===== src/aii_map.svh =====
`ifndef AII_MAP_SVH
`define AII_MAP_SVH

// =====================================================
// Register byte offsets
`define AII_OFS_WORK_A 8'h00
`define AII_OFS_WORK_B 8'h04
`define AII_OFS_INSTR 8'h08
`define AII_OFS_STATUS 8'h0c
`define AII_OFS_CTRL_ONE 8'h10
`define AII_OFS_CTRL_TWO 8'h14
`define AII_OFS_RESULT 8'h18
`define AII_OFS_COMPARE 8'h1c

// =====================================================
// Status field positions
`define AII_STAT_DONE 0
`define AII_STAT_SKIP 1
`define AII_STAT_BUSY 2
`define AII_STAT_CMP 3

// =====================================================
// Comparator mode select bit inside conv_ctrl_two
`define AII_CMP_MODE_BIT 3

// =====================================================
// Reset values
`define AII_RST_NIB 4'h0
`define AII_RST_RESULT 10'h000
`define AII_RST_COMPARE 8'h00

// =====================================================
// Instruction codes (10-bit)
`define AII_OP_FETCH_RESULT_HIGH 10'h279
`define AII_OP_FETCH_RESULT_LOW 10'h249
`define AII_OP_SET_COMPARE_VALUE 10'h239
`define AII_OP_FETCH_CTRL_ONE 10'h244
`define AII_OP_STORE_CTRL_ONE 10'h204
`define AII_OP_BEGIN_CONVERSION 10'h29f
`define AII_OP_SKIP_ON_DONE 10'h287
`define AII_OP_FETCH_CTRL_TWO 10'h245
`define AII_OP_STORE_CTRL_TWO 10'h205

`endif


===== src/aii_pkg.sv =====
`include "aii_map.svh"

// =====================================================
// Shared types
package aii_pkg;
  // One 4-bit working register
  typedef logic [3:0] aii_nib_t;
  // Instruction word
  typedef logic [9:0] aii_op_t;
  // Converter result
  typedef logic [9:0] aii_result_t;
  // Bus data word
  typedef logic [31:0] aii_word_t;
endpackage : aii_pkg


===== src/aii_adc_instruction_interface.sv =====
`include "aii_map.svh"
`timescale 1ns/1ps
`default_nettype none

module aii_adc_instruction_interface
(
  // Clock and reset
  input wire logic i_clk,
  input wire logic i_rst_n,
  // Wishbone slave
  input wire logic i_wb_cyc,
  input wire logic i_wb_stb,
  input wire logic i_wb_we,
  input wire logic [7:0] i_wb_adr,
  input wire logic [3:0] i_wb_sel,
  input wire aii_pkg::aii_word_t i_wb_dat,
  output logic o_wb_ack,
  output aii_pkg::aii_word_t o_wb_dat,
  // Converter core side
  input wire logic i_conv_done,
  input wire aii_pkg::aii_result_t i_conv_result,
  output logic o_conv_start,
  output logic o_cmp_mode,
  output aii_pkg::aii_nib_t o_conv_ctrl_one,
  output aii_pkg::aii_nib_t o_conv_ctrl_two,
  output logic [7:0] o_compare_value,
  // Skip indication to the core
  output logic o_skip
);
  import aii_pkg::*;

  // =====================================================
  // State
  aii_nib_t work_a_reg; // First working register
  aii_nib_t work_b_reg; // Second working register
  aii_nib_t ctrl_one_reg; // conv_ctrl_one
  aii_nib_t ctrl_two_reg; // conv_ctrl_two
  aii_result_t result_reg; // Latched conversion result
  logic [7:0] compare_reg; // Comparator reference
  logic done_reg; // conversion_done_flag
  logic skip_reg; // Last skip decision
  logic busy_reg; // Operation in flight
  logic start_reg; // Start pulse to converter
  logic ack_reg; // Bus acknowledge
  aii_word_t rdat_reg; // Bus read data

  // =====================================================
  // Bus decode
  logic bus_req; // New request, not yet acked
  logic wr_cyc; // Write taken this edge
  logic rd_cyc; // Read taken this edge
  logic lane0; // Low byte lane enabled
  logic lane1; // Second byte lane enabled
  logic instr_wr; // Instruction issued
  aii_op_t op; // Issued instruction word
  logic cmp_mode; // Comparator mode selected

  assign bus_req = i_wb_cyc & i_wb_stb & ~ack_reg;
  assign wr_cyc = bus_req & i_wb_we;
  assign rd_cyc = bus_req & ~i_wb_we;
  assign lane0 = i_wb_sel[0];
  assign lane1 = i_wb_sel[1];
  // Instruction needs both low lanes for all ten bits
  assign instr_wr = wr_cyc & lane0 & lane1
    & (i_wb_adr == `AII_OFS_INSTR);
  assign op = i_wb_dat[9:0];
  assign cmp_mode = ctrl_two_reg[`AII_CMP_MODE_BIT];

  // Decoded instructions
  logic op_hi; // fetch_result_high
  logic op_lo; // fetch_result_low
  logic op_cmpv; // set_compare_value
  logic op_fq1; // fetch_conv_ctrl_one
  logic op_sq1; // store_conv_ctrl_one
  logic op_start; // begin_conversion
  logic op_skip; // skip_on_conversion_done
  logic op_fq2; // fetch_conv_ctrl_two
  logic op_sq2; // store_conv_ctrl_two

  assign op_hi = instr_wr & (op == `AII_OP_FETCH_RESULT_HIGH);
  assign op_lo = instr_wr & (op == `AII_OP_FETCH_RESULT_LOW);
  assign op_cmpv = instr_wr & (op == `AII_OP_SET_COMPARE_VALUE);
  assign op_fq1 = instr_wr & (op == `AII_OP_FETCH_CTRL_ONE);
  assign op_sq1 = instr_wr & (op == `AII_OP_STORE_CTRL_ONE);
  assign op_start = instr_wr & (op == `AII_OP_BEGIN_CONVERSION);
  assign op_skip = instr_wr & (op == `AII_OP_SKIP_ON_DONE);
  assign op_fq2 = instr_wr & (op == `AII_OP_FETCH_CTRL_TWO);
  assign op_sq2 = instr_wr & (op == `AII_OP_STORE_CTRL_TWO);

  // Completion seen only for an operation we started
  logic conv_fin;
  assign conv_fin = i_conv_done & busy_reg;

  // =====================================================
  // Bus acknowledge, one cycle per request
  always_ff @(posedge i_clk)
  begin
    if (!i_rst_n)
    begin
      ack_reg <= 1'b0;
    end
    else
    begin
      ack_reg <= bus_req;
    end
  end

  // =====================================================
  // Bus read data, captured with the acknowledge
  always_ff @(posedge i_clk)
  begin
    if (!i_rst_n)
    begin
      rdat_reg <= 32'h0;
    end
    else if (rd_cyc)
    begin
      unique case (i_wb_adr)
        `AII_OFS_WORK_A: rdat_reg <= {28'h0, work_a_reg};
        `AII_OFS_WORK_B: rdat_reg <= {28'h0, work_b_reg};
        `AII_OFS_STATUS:
          rdat_reg <= {28'h0, cmp_mode, busy_reg, skip_reg, done_reg};
        `AII_OFS_CTRL_ONE: rdat_reg <= {28'h0, ctrl_one_reg};
        `AII_OFS_CTRL_TWO: rdat_reg <= {28'h0, ctrl_two_reg};
        `AII_OFS_RESULT: rdat_reg <= {22'h0, result_reg};
        `AII_OFS_COMPARE: rdat_reg <= {24'h0, compare_reg};
        // Instruction port and unmapped read as zero
        default: rdat_reg <= 32'h0;
      endcase
    end
  end

  // =====================================================
  // First working register
  always_ff @(posedge i_clk)
  begin
    if (!i_rst_n)
    begin
      work_a_reg <= `AII_RST_NIB;
    end
    else if (op_hi)
    begin
      // Comparator mode returns the low byte
      work_a_reg <= cmp_mode ? result_reg[3:0]
        : result_reg[5:2];
    end
    else if (op_lo)
    begin
      work_a_reg <= {result_reg[1:0], 2'b00};
    end
    else if (op_fq1)
    begin
      work_a_reg <= ctrl_one_reg;
    end
    else if (op_fq2)
    begin
      work_a_reg <= ctrl_two_reg;
    end
    else if (wr_cyc & lane0 & (i_wb_adr == `AII_OFS_WORK_A))
    begin
      // Direct software load
      work_a_reg <= i_wb_dat[3:0];
    end
  end

  // =====================================================
  // Second working register
  always_ff @(posedge i_clk)
  begin
    if (!i_rst_n)
    begin
      work_b_reg <= `AII_RST_NIB;
    end
    else if (op_hi)
    begin
      work_b_reg <= cmp_mode ? result_reg[7:4]
        : result_reg[9:6];
    end
    else if (wr_cyc & lane0 & (i_wb_adr == `AII_OFS_WORK_B))
    begin
      // Direct software load
      work_b_reg <= i_wb_dat[3:0];
    end
  end

  // =====================================================
  // Converter control registers, written only by stores
  always_ff @(posedge i_clk)
  begin
    if (!i_rst_n)
    begin
      ctrl_one_reg <= `AII_RST_NIB;
      ctrl_two_reg <= `AII_RST_NIB;
    end
    else if (op_sq1)
    begin
      ctrl_one_reg <= work_a_reg;
    end
    else if (op_sq2)
    begin
      ctrl_two_reg <= work_a_reg;
    end
  end

  // =====================================================
  // Comparator reference, loaded only in comparator mode
  always_ff @(posedge i_clk)
  begin
    if (!i_rst_n)
    begin
      compare_reg <= `AII_RST_COMPARE;
    end
    else if (op_cmpv & cmp_mode)
    begin
      compare_reg <= {work_b_reg, work_a_reg};
    end
  end

  // =====================================================
  // Start pulse and busy tracking
  always_ff @(posedge i_clk)
  begin
    if (!i_rst_n)
    begin
      start_reg <= 1'b0;
    end
    else
    begin
      // Mode travels on o_cmp_mode with the pulse
      start_reg <= op_start;
    end
  end

  always_ff @(posedge i_clk)
  begin
    if (!i_rst_n)
    begin
      busy_reg <= 1'b0;
    end
    else if (op_start)
    begin
      // A restart abandons any running operation
      busy_reg <= 1'b1;
    end
    else if (conv_fin)
    begin
      busy_reg <= 1'b0;
    end
  end

  // =====================================================
  // Result capture on completion
  always_ff @(posedge i_clk)
  begin
    if (!i_rst_n)
    begin
      result_reg <= `AII_RST_RESULT;
    end
    else if (conv_fin)
    begin
      result_reg <= i_conv_result;
    end
  end

  // =====================================================
  // Done flag: completion set wins over any clear
  always_ff @(posedge i_clk)
  begin
    if (!i_rst_n)
    begin
      done_reg <= 1'b0;
    end
    else if (conv_fin)
    begin
      done_reg <= 1'b1;
    end
    else if (op_start)
    begin
      done_reg <= 1'b0;
    end
    else if (op_skip & done_reg)
    begin
      done_reg <= 1'b0;
    end
  end

  // =====================================================
  // Skip decision held for status, pulse for the core
  logic skip_pulse_reg; // One-cycle skip pulse to the core
  always_ff @(posedge i_clk)
  begin
    if (!i_rst_n)
    begin
      skip_reg <= 1'b0;
      skip_pulse_reg <= 1'b0;
    end
    else
    begin
      skip_pulse_reg <= op_skip & done_reg;
      if (op_skip)
      begin
        skip_reg <= done_reg;
      end
    end
  end

  // =====================================================
  // Outputs, all straight from flip-flops
  assign o_wb_ack = ack_reg;
  assign o_wb_dat = rdat_reg;
  assign o_conv_start = start_reg;
  assign o_cmp_mode = ctrl_two_reg[`AII_CMP_MODE_BIT];
  assign o_conv_ctrl_one = ctrl_one_reg;
  assign o_conv_ctrl_two = ctrl_two_reg;
  assign o_compare_value = compare_reg;
  assign o_skip = skip_pulse_reg;

endmodule : aii_adc_instruction_interface

`default_nettype wire


===== config.mk =====
export PLATFORM = sky130hd
export DESIGN_NAME = aii_adc_instruction_interface
export DESIGN_NICKNAME = d
export VERILOG_FILES = /design/src/aii_pkg.sv /design/src/aii_adc_instruction_interface.sv
export VERILOG_INCLUDE_DIRS = /design/src
export SDC_FILE = /design/constraint.sdc
export NUM_CORES = 1
export LEC_CHECK = 0
export BUFFER_PORTS_ARGS = -buffer_cell sky130_fd_sc_hd__clkbuf_2
export CAP_MARGIN = 25
export CORE_ASPECT_RATIO = 0.6
export CORE_MARGIN = 4
export CORE_UTILIZATION = 53
export CTS_CLUSTER_SIZE = 14
export DETAILED_ROUTE_END_ITERATION = 10
export PLACE_DENSITY = 0.95
export SLEW_MARGIN = 20
export SYNTH_ARGS = -nofsm -noshare
export SYNTH_HDL_FRONTEND = slang
export SYNTH_SLANG_ARGS = --single-unit

===== constraint.sdc =====
create_clock -name i_clk -period 3.1 [get_ports i_clk]
set_clock_uncertainty 0.2 [all_clocks]
set_input_delay 0 -clock i_clk [delete_from_list [all_inputs] [get_ports i_clk]]
set_output_delay 0 -clock i_clk [all_outputs]
set_load 0.03 [all_outputs]

==> results by group <==
Die
  • Chip height: 65.45 µm
  • Die area: 6790 µm²
  • Core ar.: 5180 µm²
  • Chip width: 103.7 µm
  • Initial Util: 0.5628
  • Num rows: 20
  • I/O pin count: 112

Place
  • Placed Area: 3172 µm²
  • # placed instances: 457
  • Hpwl dp: 6577 µm
  • Port Buf Inserts: 65
  • RePlAce Congestion: 0.9350

Layout
  • Share of cells above drive strength 1: 0.2190
  • Final non-filler cell total: 486
  • N_diodes: 0
  • Filler Cells Inserted: 455
  • Final instance area: 3475 µm²
  • Syn-to-layout area delta: 19.18%
  • Total Nets Final: 480

Drt
  • Routed WL: 8935 µm
  • DR WL/cell: 18.38 µm
  • DR iter-0 viols: 260
  • Drc violations: 0
  • Post-route ant nets: 0
  • Drt first pass iters: 5
  • Vias per cell: 5.942
  • Vias post-DR: 2888

CTS
  • CTS H-Tree Depth: 2
  • Num CTS Buffers: 5
  • Post-CTS Setup Inserts: 0
  • CTS Buffer Depth: 2
  • Clk_lat worst skew: 0.30 ns
  • CTS tree: done
  • CTS Hold Bufs: 22
  • Clk sinks: 50
  • Clock transition at path regs: 0.09 ns
  • CTS Root Cell: clkbuf_8
  • CTS-repair resized insts: 0

GRT
  • GRT Overall Usage: 0.2644
  • Met3 usage in global routing: 0.08047
  • Antenna violations before repair: 0
  • First-pass GRT wire length: 14430 µm
  • GRT Max-Usage Layer: met2
  • GRT overflow: 0
  • Met1 usage: 0.3745
  • GR Layer Usage met2: 0.4039
  • Largest net degree at the start of global routing: 47
  • Vias in the first global route: 2743

Pwr
  • Sw Share: 0.2782
  • Sequential share of power: 0.544
  • Pint: 852.1 µW
  • PD cells: 339.7 nW/µm²
  • P_sw: 328.3 µW
  • Combinational share of power: 0.136
  • Worst vdd ir: 0.0001845 V
  • P_leak: 1.423 nW
  • Power, Total: 1.180 mW
  • Clock power share: 0.320

Run
  • Max_cap viols: 0

Yosys
  • Syn Area/Cell: 8.401 µm²
  • Synth top area cells: dfxtp_1 (34%), mux2i_1 (9.6%), buf_4 (5.9%), nand2_1 (4.4%), nor2_1 (4.1%)
  • Register area share after synthesis: 0.3433
  • Share of the synthesized area in the top cell type: 0.3433
  • Synth Cell Area: 2915 µm²
  • Synth Flop Type: dfxtp_1
  • Yosys warnings: 0
  • Synth cell types: 60
  • Count leader, synth: dfxtp_1
  • Yosys reg bits: 50
  • Synth Instances: 347
  • Largest area contributor in the netlist: dfxtp_1
  • Top cells by count, synth: dfxtp_1 (50), nand2_1 (34), nor2_1 (32), mux2i_1 (28), buf_4 (23)
  • Async S/R FF share, synth: 0
  • Post-synth EDFFs: 0

Setup path
  • Critical setup path kind: flip-flop to flip-flop
  • WP data arrival: 2.57 ns
  • Crit end category: flip-flop
  • CP max FO: 6
  • Critical Path RT: 3.15 ns
  • Startpoint Class: flip-flop

Timing
  • Hold_ws: 0.02308 ns
  • Setup_tns: 0 ns
  • Fin crit period: 2.522 ns
  • Endpoints failing hold: 0
  • Rel. slew slack: 0.3989
  • RSZ-0062 raised after global routing: no
  • Period utilization: 0.8135
  • Worst Tran Pin Value: 0.8989 ns
  • # setup viols final: 0
  • Fin. max-slew vios: 0
  • FMAX: 0.3965 GHz

Status
  • Outcome: completed

Worst hold path
  • Hold Crit Class: input pin to flip-flop
cells by family (layout without fill, tap and decap cells):
group,after synthesis,after routing,synth area share
AND/OR/NAND/NOR,139,139,0.2640
AO/OA/AOI/OAI,68,68,0.1652
buffers and inverters,54,106,0.1009
flip-flops,50,50,0.3433
multiplexers,33,33,0.1193
XOR/XNOR,2,2,0.006010
other,1,22,0.001286
path summary, 6_finish.rpt:
check | from | slack (ns) | end | cells past startpoint
worst max-delay path | o_wb_ack | 0.58 | o_conv_start | 5
worst min-delay path | i_wb_dat[6] | 0.02 | done_reg | 4
worst max register to register | o_wb_ack | 0.58 | o_conv_start | 5
worst min register to register | o_wb_dat[3] | 0.26 | o_wb_dat[3] | 2
placed cells by master, fill, tap and decap left out, types with 8 or more instances in the layout:
cell,instances
nand2_1,34
a211oi_1,8
dlygate4sd3_1,22
nor3_1,11
clkbuf_2,65
nand3_1,10
conb_1,22
mux2i_1,28
dfxtp_1,50
nor2_1,32
a21oi_1,21
routing by layer:
layer / up-vias / part of all wire / wire [µm]
met5: - / 0 / 0
met1: 1342 / 0.44 / 3924
li1: 1362 / - / -
met2: 180 / 0.43 / 3822
met4: 0 / 0.0031 / 28
met3: 4 / 0.13 / 1160
final cells by class:
type / instances / area (µm²) / share of cell area
multi-input cells: 264 / 1699 / 0.4890
flip-flops and latches: 50 / 1001 / 0.2881
repair buffers: 92 / 583.1 / 0.1678
well taps: 66 / 82.58 / 0.02377
clock buffers: 5 / 68.82 / 0.01981
inverters: 7 / 26.28 / 0.007562
clock inverters: 2 / 13.76 / 0.003961
per-stage QoR:
step	util	setup slack, ns
6_report	0.6708	0.5782
5_1_grt	0.6708	0.4429
4_1_cts	0.6708	0.6061
3_5_place_dp	0.6123	0.8130
3_3_place_gp	0.6123	0.7750
2_1_floorplan	-	0.9474
power by group through the flow:
stage                     clock [mW]  sequential [mW]  combinational, mW
after floorplan                    0            0.659              0.111
after global placement             0            0.658              0.132
after detailed placement           0            0.658              0.135
after CTS                      0.380            0.643              0.156
after global routing           0.407            0.643              0.173
final                          0.377            0.643              0.160
worst max-delay path: stages (launching register included):
cell and delay [ns]:
dfxtp_1 0.33, and3b_1 0.31, nand4_2 0.22, or4_4 0.56, nor4_1 0.28, dlygate4sd3_1 0.58
Power figures use the tool's default switching activity.
